===== src/logic/bace_pkg.sv =====
/*
 * bace_pkg: shared constants and carriers of the block arithmetic command engine.
 * Assumes a 24-bit byte-addressed shared memory reached as 16-bit half-words.
 */
package bace_pkg;

	// shared memory geometry
	localparam int AW = 24;
	localparam int DW = 16;

	// command stack layout: six 32-bit fields, byte offset = index * 4
	localparam logic [2:0] STK_OP   = 3'h0;
	localparam logic [2:0] STK_CNT  = 3'h1;
	localparam logic [2:0] STK_TYPE = 3'h2;
	localparam logic [2:0] STK_SRC  = 3'h3;
	localparam logic [2:0] STK_DST  = 3'h4;
	localparam logic [2:0] STK_LINK = 3'h5;

	// operation word fields
	localparam int CMD_OPC_LSB  = 24;
	localparam int CMD_FMT_LSB  = 22;
	localparam int CNT_LOOP_LSB = 16;
	localparam logic [7:0] OP_COUNT = 8'h55;
	localparam logic [3:0] MICRO_STEP = 4'h0;

	// data formats
	localparam logic [1:0] FMT_INT16 = 2'h0;
	localparam logic [1:0] FMT_SGL   = 2'h1;
	localparam logic [1:0] FMT_DBL   = 2'h2;

	// integer operation kinds, low two bits of the opcode
	localparam logic [1:0] OPK_ADD = 2'h0;
	localparam logic [1:0] OPK_SUB = 2'h1;
	localparam logic [1:0] OPK_MUL = 2'h2;
	localparam logic [1:0] OPK_DIV = 2'h3;

	typedef enum logic [2:0] {
		ST_WAIT   = 3'b000,
		ST_FETCH  = 3'b001,
		ST_DECODE = 3'b010,
		ST_RD     = 3'b011,
		ST_WR     = 3'b100,
		ST_NEXT   = 3'b101,
		ST_ERR    = 3'b110
	} bace_st_t;

	typedef enum logic [1:0] {
		MP_IDLE = 2'b00,
		MP_REQ  = 2'b01,
		MP_STB  = 2'b10,
		MP_REL  = 2'b11
	} bace_mp_t;

	// sampled pins, all asynchronous to the engine clock
	typedef struct packed {
		logic          match_n;
		logic          grant_n;
		logic          strobe_n;
		logic          clr;
		logic [23:0]   hdata;
		logic [15:0]   rdata;
	} bace_pins_t;

	typedef struct packed {
		bace_st_t      st;
		bace_mp_t      mph;
		logic [2:0]    fld;
		bace_pins_t    s1;
		bace_pins_t    s2;
		logic [23:0]   ptr;
		logic [31:0]   cmd;
		logic [15:0]   cnt;
		logic [7:0]    loops;
		logic          cplx;
		logic [23:0]   src;
		logic [23:0]   dst;
		logic [23:0]   link;
		logic [17:0]   units;
		logic [17:0]   idx;
		logic [23:0]   maddr;
		logic          mtwo;
		logic          mwr;
		logic          mhalf;
		logic          mdone;
		logic [31:0]   mdata;
		logic [15:0]   wdata;
		logic          req_n;
		logic          bit1_n;
		logic          dtack_n;
		logic          irq_n;
		logic          flag;
		logic          go;
		logic          err;
		logic          busy;
		logic [11:0]   micro;
	} bace_state_t;

	localparam bace_pins_t PINS_IDLE = '{match_n: 1'b1, grant_n: 1'b1, strobe_n: 1'b1,
		default: '0};
	localparam bace_state_t STATE_RST = '{s1: PINS_IDLE, s2: PINS_IDLE, req_n: 1'b1,
		bit1_n: 1'b1, dtack_n: 1'b1, irq_n: 1'b1, st: ST_WAIT, mph: MP_IDLE, default: '0};

endpackage


===== src/logic/bace_engine.sv =====
/*
 * bace_engine: command stack interpreter with host pointer handshake and
 * request/grant access to shared memory.
 * Assumes host and memory pins are asynchronous; one clock, i_ce freezes all.
 */
// Notes on behaviour
// - data blocks are 16-bit integer, 32-bit single or 64-bit double.
// - 85 operations exist; higher opcodes are refused as errors.
// - commands run singly or chained in series, with repeat loops.
// - own address match raises load flag and captures host data as pointer.
// - acknowledge returns after capture; host holds lines until acknowledged.
// - the handshake also pulses the sequencer go condition.
// - pointer moves to working storage, then operation word is fetched.
// - source address kept; opcode mapped to microprogram start address.
// - interrupt raised per finished command and on every error.
// - results are written at the stack destination address.
// - next stack follows until done; reset or error stops early.
// - when done, wait loop until a new load flag.
// - 32-bit access is two half-words, second with address bit 1 inverted.
// - first half-word is high mantissa, second low mantissa plus exponent.
// - request once, then wait grant, data strobe, grant drop per half-word.
// - interrupt stays asserted until the clear input removes it.

`timescale 1ns/1ps

module bace_engine (
	input  wire logic         i_sys_clk,
	input  wire logic         i_nrst,
	input  wire logic         i_ce,
	input  wire logic         i_own_address_match_n,
	input  wire logic [23:0]  i_host_data,
	output logic              o_host_dtack_n,
	output logic              o_pointer_load_flag,
	output logic              o_sequencer_go_condition,
	output logic [11:0]       o_micro_start,
	output logic              o_shared_mem_request_n,
	input  wire logic         i_shared_mem_grant_n,
	input  wire logic         i_shared_mem_data_strobe_n,
	input  wire logic [15:0]  i_mem_rdata,
	output logic [23:2]       o_mem_addr,
	output logic              o_shared_mem_addr_bit1_n,
	output logic              o_mem_we,
	output logic [15:0]       o_mem_wdata,
	output logic              o_engine_irq_n,
	input  wire logic         i_engine_irq_clear,
	output logic              o_error,
	output logic              o_busy
);

	bace_pkg::bace_state_t r;
	bace_pkg::bace_state_t n;
	logic [1:0]  fmt;

	assign fmt = r.cmd[bace_pkg::CMD_FMT_LSB +: 2];

	// byte address of element unit idx; integers are 2 bytes, floats go by 4
	function automatic logic [23:0] unit_addr(input logic [23:0] base,
		input logic [17:0] idx, input logic [1:0] f);
		if (f == bace_pkg::FMT_INT16) begin
			unit_addr = base + {5'h00, idx, 1'b0};
		end else begin
			unit_addr = base + {4'h0, idx, 2'b00};
		end
	endfunction

	// integer element against immediate; divide by zero is caught in decode
	function automatic logic [15:0] int_op(input logic [1:0] k, input logic [15:0] a,
		input logic [15:0] b);
		case (k)
			bace_pkg::OPK_ADD: int_op = a + b;
			bace_pkg::OPK_SUB: int_op = a - b;
			bace_pkg::OPK_MUL: int_op = 16'(signed'(a) * signed'(b));
			bace_pkg::OPK_DIV: int_op = 16'(signed'(a) / signed'(b));
			default:           int_op = a;
		endcase
	endfunction

	// next state: sync stages, memory sequencer, then command flow
	always_comb begin
		logic        go_mem;
		logic [23:0] go_addr;
		logic        go_two;
		logic        go_wr;
		logic [31:0] go_data;
		logic        set_irq;
		go_mem  = 1'b0;
		go_addr = r.ptr;
		go_two  = 1'b1;
		go_wr   = 1'b0;
		go_data = r.mdata;
		set_irq = 1'b0;
		n = r;
		n.s1 = '{match_n: i_own_address_match_n, grant_n: i_shared_mem_grant_n,
			strobe_n: i_shared_mem_data_strobe_n, clr: i_engine_irq_clear,
			hdata: i_host_data, rdata: i_mem_rdata};
		n.s2 = r.s1;
		n.flag = 1'b0;
		n.go = 1'b0;
		n.mdone = 1'b0;
		// host drops its lines once acknowledged, then acknowledge is withdrawn
		if (r.s2.match_n && !r.dtack_n) begin
			n.dtack_n = 1'b1;
		end

		// one half-word per grant; request held across both halves
		case (r.mph)
			bace_pkg::MP_REQ: begin
				n.req_n = 1'b0;
				if (!r.s2.grant_n) begin
					n.mph = bace_pkg::MP_STB;
				end
			end
			bace_pkg::MP_STB: begin
				if (!r.s2.strobe_n) begin
					if (!r.mwr && r.mtwo && !r.mhalf) begin
						n.mdata[31:16] = r.s2.rdata;
					end else if (!r.mwr) begin
						n.mdata[15:0] = r.s2.rdata;
					end
					n.mph = bace_pkg::MP_REL;
				end
			end
			bace_pkg::MP_REL: begin
				if (r.s2.grant_n) begin
					if (r.mtwo && !r.mhalf) begin
						n.mhalf = 1'b1;
						n.bit1_n = r.maddr[1];
						n.wdata = r.mdata[15:0];
						n.mph = bace_pkg::MP_REQ;
					end else begin
						n.req_n = 1'b1;
						n.mph = bace_pkg::MP_IDLE;
						n.mdone = 1'b1;
					end
				end
			end
			default: ;
		endcase

		case (r.st)
			bace_pkg::ST_WAIT: begin
				// wait loop; new pointer only taken here, never mid-run
				if (!r.s2.match_n && r.dtack_n) begin
					n.ptr = r.s2.hdata;
					n.flag = 1'b1;
					n.dtack_n = 1'b0;
					n.go = 1'b1;
					n.err = 1'b0;
					n.fld = bace_pkg::STK_OP;
					go_mem = 1'b1;
					go_addr = r.s2.hdata;
					n.st = bace_pkg::ST_FETCH;
				end
			end
			bace_pkg::ST_FETCH: begin
				if (r.mdone) begin
					case (r.fld)
						bace_pkg::STK_OP:   n.cmd = r.mdata;
						bace_pkg::STK_CNT: begin
							n.cnt = r.mdata[15:0];
							n.loops = r.mdata[bace_pkg::CNT_LOOP_LSB +: 8];
						end
						bace_pkg::STK_TYPE: n.cplx = r.mdata[0];
						bace_pkg::STK_SRC:  n.src = r.mdata[23:0];
						bace_pkg::STK_DST:  n.dst = r.mdata[23:0];
						default:            n.link = r.mdata[23:0];
					endcase
					if (r.fld == bace_pkg::STK_LINK) begin
						n.st = bace_pkg::ST_DECODE;
					end else begin
						n.fld = r.fld + 3'h1;
						go_mem = 1'b1;
						go_addr = r.ptr + {19'h00000, r.fld + 3'h1, 2'b00};
					end
				end
			end
			bace_pkg::ST_DECODE: begin
				n.micro = {r.cmd[bace_pkg::CMD_OPC_LSB +: 8], bace_pkg::MICRO_STEP};
				n.idx = '0;
				n.units = {2'b00, r.cnt} << ({1'b0, r.cplx} + {1'b0, fmt == bace_pkg::FMT_DBL});
				if (r.cmd[bace_pkg::CMD_OPC_LSB +: 8] >= bace_pkg::OP_COUNT || fmt > bace_pkg::FMT_DBL
					|| (fmt == bace_pkg::FMT_INT16
					&& r.cmd[bace_pkg::CMD_OPC_LSB +: 2] == bace_pkg::OPK_DIV
					&& r.cmd[15:0] == 16'h0000)) begin
					n.st = bace_pkg::ST_ERR;
				end else if (r.cnt == 16'h0000) begin
					n.st = bace_pkg::ST_NEXT;
				end else begin
					go_mem = 1'b1;
					go_addr = r.src;
					go_two = (fmt != bace_pkg::FMT_INT16);
					n.st = bace_pkg::ST_RD;
				end
			end
			bace_pkg::ST_RD: begin
				// floats are moved whole; integers take the immediate operand
				if (r.mdone) begin
					if (fmt == bace_pkg::FMT_INT16) begin
						go_data = {16'h0000, int_op(r.cmd[bace_pkg::CMD_OPC_LSB +: 2],
							r.mdata[15:0],
							r.cmd[15:0])};
					end
					go_mem = 1'b1;
					go_wr = 1'b1;
					go_two = (fmt != bace_pkg::FMT_INT16);
					go_addr = unit_addr(r.dst, r.idx, fmt);
					n.st = bace_pkg::ST_WR;
				end
			end
			bace_pkg::ST_WR: begin
				if (r.mdone) begin
					n.idx = r.idx + 18'h00001;
					if (r.idx + 18'h00001 == r.units) begin
						n.st = bace_pkg::ST_NEXT;
					end else begin
						go_mem = 1'b1;
						go_two = (fmt != bace_pkg::FMT_INT16);
						go_addr = unit_addr(r.src, r.idx + 18'h00001, fmt);
						n.st = bace_pkg::ST_RD;
					end
				end
			end
			bace_pkg::ST_NEXT: begin
				set_irq = 1'b1;
				if (r.loops != 8'h00) begin
					n.loops = r.loops - 8'h01;
					n.st = bace_pkg::ST_DECODE;
				end else if (r.link == 24'h000000) begin
					n.st = bace_pkg::ST_WAIT;
				end else begin
					n.ptr = r.link;
					n.fld = bace_pkg::STK_OP;
					go_mem = 1'b1;
					go_addr = r.link;
					n.st = bace_pkg::ST_FETCH;
				end
			end
			bace_pkg::ST_ERR: begin
				set_irq = 1'b1;
				n.err = 1'b1;
				n.st = bace_pkg::ST_WAIT;
			end
			default: n.st = bace_pkg::ST_WAIT;
		endcase

		// launch a transfer; first half of a pair carries the high word
		if (go_mem) begin
			n.mph = bace_pkg::MP_REQ;
			n.maddr = go_addr;
			n.mtwo = go_two;
			n.mwr = go_wr;
			n.mhalf = 1'b0;
			n.mdata = go_data;
			n.bit1_n = ~go_addr[1];
			n.wdata = go_two ? go_data[31:16] : go_data[15:0];
		end

		// set beats clear so a completion is never lost
		if (set_irq) begin
			n.irq_n = 1'b0;
		end else if (r.s2.clr) begin
			n.irq_n = 1'b1;
		end
		n.busy = (n.st != bace_pkg::ST_WAIT);
	end

	// whole state in one register; i_ce low freezes it
	always_ff @(posedge i_sys_clk or negedge i_nrst) begin
		if (!i_nrst) begin
			r <= bace_pkg::STATE_RST;
		end else if (i_ce) begin
			r <= n;
		end
	end

	assign o_host_dtack_n           = r.dtack_n;
	assign o_pointer_load_flag      = r.flag;
	assign o_sequencer_go_condition = r.go;
	assign o_micro_start            = r.micro;
	assign o_shared_mem_request_n   = r.req_n;
	assign o_mem_addr               = r.maddr[23:2];
	assign o_shared_mem_addr_bit1_n = r.bit1_n;
	assign o_mem_we                 = r.mwr;
	assign o_mem_wdata              = r.wdata;
	assign o_engine_irq_n           = r.irq_n;
	assign o_error                  = r.err;
	assign o_busy                   = r.busy;

	// checks on handshake, memory sequencing and interrupt
	property p_load;
		@(posedge i_sys_clk) disable iff (!i_nrst)
		r.flag |-> !r.dtack_n && r.go && r.ptr == r.maddr;
	endproperty
	a_load: assert property (p_load) else $error("pointer capture not paired");

	property p_ack;
		@(posedge i_sys_clk) disable iff (!i_nrst)
		$fell(r.dtack_n) |-> r.flag && r.st == bace_pkg::ST_FETCH;
	endproperty
	a_ack: assert property (p_ack) else $error("acknowledge without capture");

	property p_busy_ignore;
		@(posedge i_sys_clk) disable iff (!i_nrst)
		r.st != bace_pkg::ST_WAIT && i_ce |=> !r.flag;
	endproperty
	a_busy_ignore: assert property (p_busy_ignore) else $error("flag taken while busy");

	property p_bit1;
		@(posedge i_sys_clk) disable iff (!i_nrst)
		r.mph == bace_pkg::MP_STB && r.mhalf |-> r.bit1_n == r.maddr[1] && !r.req_n;
	endproperty
	a_bit1: assert property (p_bit1) else $error("second half address wrong");

	property p_high_first;
		@(posedge i_sys_clk) disable iff (!i_nrst)
		i_ce && r.mph == bace_pkg::MP_STB && !r.s2.strobe_n && r.mtwo && !r.mhalf && !r.mwr
		|=> r.mdata[31:16] == $past(r.s2.rdata);
	endproperty
	a_high_first: assert property (p_high_first) else $error("first half not high");

	property p_irq_cmd;
		@(posedge i_sys_clk) disable iff (!i_nrst)
		i_ce && r.st == bace_pkg::ST_NEXT |=> !r.irq_n;
	endproperty
	a_irq_cmd: assert property (p_irq_cmd) else $error("no interrupt after command");

	property p_irq_hold;
		@(posedge i_sys_clk) disable iff (!i_nrst)
		!r.irq_n && !r.s2.clr |=> !r.irq_n;
	endproperty
	a_irq_hold: assert property (p_irq_hold) else $error("interrupt dropped early");

	property p_err_stop;
		@(posedge i_sys_clk) disable iff (!i_nrst)
		i_ce && r.st == bace_pkg::ST_ERR |=> r.st == bace_pkg::ST_WAIT && r.err && !r.irq_n;
	endproperty
	a_err_stop: assert property (p_err_stop) else $error("error did not stop run");

	property p_bad_op;
		@(posedge i_sys_clk) disable iff (!i_nrst)
		i_ce && r.st == bace_pkg::ST_DECODE && r.cmd[31:24] >= bace_pkg::OP_COUNT
		|=> r.st == bace_pkg::ST_ERR;
	endproperty
	a_bad_op: assert property (p_bad_op) else $error("bad opcode accepted");

	property p_dest;
		@(posedge i_sys_clk) disable iff (!i_nrst)
		r.st == bace_pkg::ST_WR && r.mph == bace_pkg::MP_REQ
		|-> r.mwr && r.maddr == unit_addr(r.dst, r.idx, fmt);
	endproperty
	a_dest: assert property (p_dest) else $error("result address wrong");

	c_start: cover property (@(posedge i_sys_clk) disable iff (!i_nrst) r.flag);
	c_done: cover property (@(posedge i_sys_clk) disable iff (!i_nrst)
		r.st == bace_pkg::ST_NEXT && r.link == 24'h000000 && r.loops == 8'h00);
	c_err: cover property (@(posedge i_sys_clk) disable iff (!i_nrst) r.st == bace_pkg::ST_ERR);
	c_repeat: cover property (@(posedge i_sys_clk) disable iff (!i_nrst)
		r.st == bace_pkg::ST_NEXT && r.loops != 8'h00);

endmodule


===== config.mk =====
export PLATFORM = sky130hd
export DESIGN_NAME = bace_engine
export DESIGN_NICKNAME = d
export VERILOG_FILES = /design/src/logic/bace_pkg.sv /design/src/logic/bace_engine.sv
export SDC_FILE = /design/constraint.sdc
export NUM_CORES = 2
export LEC_CHECK = 0
export ABC_AREA = 1
export BUFFER_PORTS_ARGS = -buffer_cell sky130_fd_sc_hd__clkbuf_2
export CAP_MARGIN = 10
export CORE_MARGIN = 5
export CORE_UTILIZATION = 55
export DETAILED_ROUTE_END_ITERATION = 12
export HOLD_SLACK_MARGIN = 0.1
export PLACE_DENSITY = 0.72
export RECOVER_POWER = 50
export SLEW_MARGIN = 20
export SYNTH_ARGS = -nofsm -noshare
export SYNTH_HDL_FRONTEND = slang
export SYNTH_SLANG_ARGS = --single-unit

===== constraint.sdc =====
create_clock -name i_sys_clk -period 36.7 [get_ports i_sys_clk]
set_input_delay 11.01 -clock i_sys_clk [delete_from_list [all_inputs] [get_ports i_sys_clk]]
set_output_delay 11.01 -clock i_sys_clk [all_outputs]
set_load 0.01 [all_outputs]

==> run metrics <==
DPL Wire Length 81700 um; EDFF count, synth 0; Synth warnings 0; CP Class flip-flop to flip-flop; CP dominant cell by count nand2_1; CTS Buf Count 39; Post-CTS Repair Setup Buffers 0; Worst EP arrival between 30 and 40 ns; top cell type's share of synthesized area 25.3%; Placer Congestion between 0.9 and 1; TritonCTS clock tree yes; vias 33500; RSZ-0062 raised after global routing no; final worst-path cycle share 89.7%; synthesized area per cell 6.91 um^2; most frequent cell after synthesis nand2_1; max incr delay on CP 0.49 ns; crit path max fanout 27; vias in the first global route about 30000; Die H 262 um; Post-synth top cells nand2_1 (1305), inv_1 (703), o21ai_0 (505), dfrtp_1 (354), nor2_1 (348); Skew-Pair Late Insertion Delay 0.56 ns; area leader, netlist dfrtp_1; Synth Cell Area ~35000 um^2; Synth-to-Final Area Change 5.89%; H-tree Lvls 2; Seq cells post-synth 364; # DRC 0; clock buffer depth 3; Synth cell types 81; endpoints failing setup 0; Starting DRT DRC Count ~3500; first-pass GRT wire length 171000 um; Final Hold Fails 0; relative max-transition margin -218%; status finished with violations; CORE AREA 63100 um^2; initial antenna violation count 6; Worst-path clk slew 0.06 ns; largest net degree at the start of global routing between 90 and 100; fmax 30.4 MHz; failing checks max-capacitance violations, max-slew violations; Hold Buf Count CTS 0; number of routed nets with antenna violations 0; critical path capture point type flip-flop; total negative setup slack 0 ns; Seq/Total Area, Yosys 26.1%; top_reg_cell synth dfrtp_1; Post-Syn Instances 5061; Worst Max-Slew Pin Slew approximately 4.8 ns; post-CTS sizing 0; Die X between 200 and 300 um; asr flop ratio synth 100%; Final Max Slew Viols 658; max cap viols 11; slowest stage cell, crit path inv_1; total gr overflow 0; worst hold path type flip-flop to flip-flop; Nets 5449; clock sinks 364; Area contributors post-synth dfrtp_1 (25%), nand2_1 (14%), ha_1 (11%); WL/cell 18.6 um; DRT Pass-1 Iters 6; I/O pin total 106; layout cells sized above 1 7.59%; Root Buffer clkbuf_16; startpoint class of the critical path flip-flop; port bufs 100; GRT Resource Usage Total between 30% and 40%; die area roughly 69000 um^2; Worst EP required 37.17 ns; Clock Skews ~0.019 ns; via/cell ratio 5.68; Core Rows 92; Starting Density 55.5%; Period minus WS final 32.92 ns; final wirelength 110000 um
==> worst max-delay path: cells and delay by family, from the launching register on <==
kind                     cells  cell delay, ns
flip-flops                   1            0.36
buffers and inverters       25            3.13
AO/OA/AOI/OAI               56           10.09
AND/OR/NAND/NOR            139           13.83
XOR/XNOR                     1            0.20
adder cells (fa/ha/maj)     17            5.17
==> cell type report <==
| type | instances | area, um^2 |
|---|---|---|
| diodes | 1 | 2.50 |
| clock buffers | 51 | 1070 |
| clock inverters | 19 | 277 |
| fillers | 6129 | 26000 |
| inverters | 729 | 2750 |
| multi-input cells | 3733 | 22000 |
| flip-flops and latches | 364 | 9120 |
| well taps | 846 | 1060 |
| repair buffers | 150 | 801 |
==> cells in the final DEF, fill, tap and decap left out, types with 19 or more instances in the layout <==
| cell type | Yosys | layout |
|---|---|---|
| nor4_1 | 22 | 22 |
| o211ai_1 | 19 | 19 |
| nand3_1 | 235 | 234 |
| a21oi_1 | 270 | 269 |
| clkbuf_1 | 124 | 47 |
| o21ai_2 | 32 | 31 |
| buf_4 | 62 | 40 |
| o21ai_1 | 23 | 23 |
| nor2_1 | 348 | 345 |
| clkbuf_16 | 0 | 39 |
| or2_2 | 38 | 38 |
| xor2_1 | 80 | 80 |
| dfrtp_1 | 354 | 353 |
| nor3_1 | 45 | 45 |
| fa_1 | 85 | 85 |
| a31oi_1 | 23 | 23 |
| o21ai_0 | 505 | 506 |
| o22ai_1 | 46 | 46 |
| nand4_1 | 36 | 36 |
| ha_1 | 300 | 300 |
| inv_1 | 703 | 704 |
| nand2_1 | 1305 | 1303 |
| nand2_2 | 36 | 36 |
| xnor2_1 | 62 | 62 |
| clkbuf_2 | 0 | 70 |
==> layer usage <==
layer / GRT usage (%) / vias to the layer above / wire length, um
met5: 0 / - / 0
met1: 45.8 / 15600 / 49100
li1: - / 16300 / -
met2: 45.9 / 1410 / 46300
met3: 5.94 / 200 / 11200
met4: 7.60 / 0 / 3040
==> state kept, by name (all words and copies together) (netlist names) <==
name	count
o_shared_mem_addr_bit1_n	1
n	43
r	265
o_mem_addr	22
o_mem_we	1
o_mem_wdata	16
o_error	1
o_micro_start	8
o_shared_mem_request_n	1
o_busy	1
fmt	2
o_host_dtack_n	1
o_pointer_load_flag	1
o_engine_irq_n	1
==> kinds of logic (layout without fill, tap and decap cells) <==
family          after synthesis  count (layout)  synth area share (%)
fa+ha+maj                   385             385                  15.6
mux                          11              11                 0.315
xor+xnor                    142             142                  3.56
compound gates             1058            1058                  17.3
buf+inv                     967             949                  11.3
flops                       364             364                  26.1
other cells                   1               5                0.0107
simple gates               2133            2133                  25.9
==> stage by stage <==
step | instance area, um^2 | cells | setup WS, ns | hold slack [ns] | util [%]
after floorplan | 35000 | 5064 | 8.78 | 0.437 | -
after global placement | 35800 | 5822 | 3.00 | 0.453 | 56.7
after detailed placement | 35800 | 5822 | 2.36 | 0.457 | 56.7
after CTS | 37100 | 5892 | 2.26 | 0.466 | 58.8
after global routing | 37000 | 5892 | 0.122 | 0.481 | 58.7
final | 37000 | 5893 | 3.78 | 0.465 | 58.7
==> final timing paths <==
path,startpoint,to,cells after the start,slack (ns)
max,r[37]$_DFFE_PN0P_,o_mem_wdata[10]$_DFFE_PN0P_,238,3.78
min,n[328]$_DFFE_PN1P_,n[328]$_DFFE_PN1P_,2,0.46
max reg2reg,r[37]$_DFFE_PN0P_,o_mem_wdata[10]$_DFFE_PN0P_,238,3.78
min reg2reg,n[328]$_DFFE_PN1P_,n[328]$_DFFE_PN1P_,2,0.46
max in group asynchronous,i_nrst,r[230]$_DFFE_PN0P_,3,19.09
min in group asynchronous,i_nrst,n[321]$_DFFE_PN0P_,1,12.15
Power is left out: the tool's default activity adds up to more than one toggle a clock period on the data nets, which glitch-free logic cannot reach.
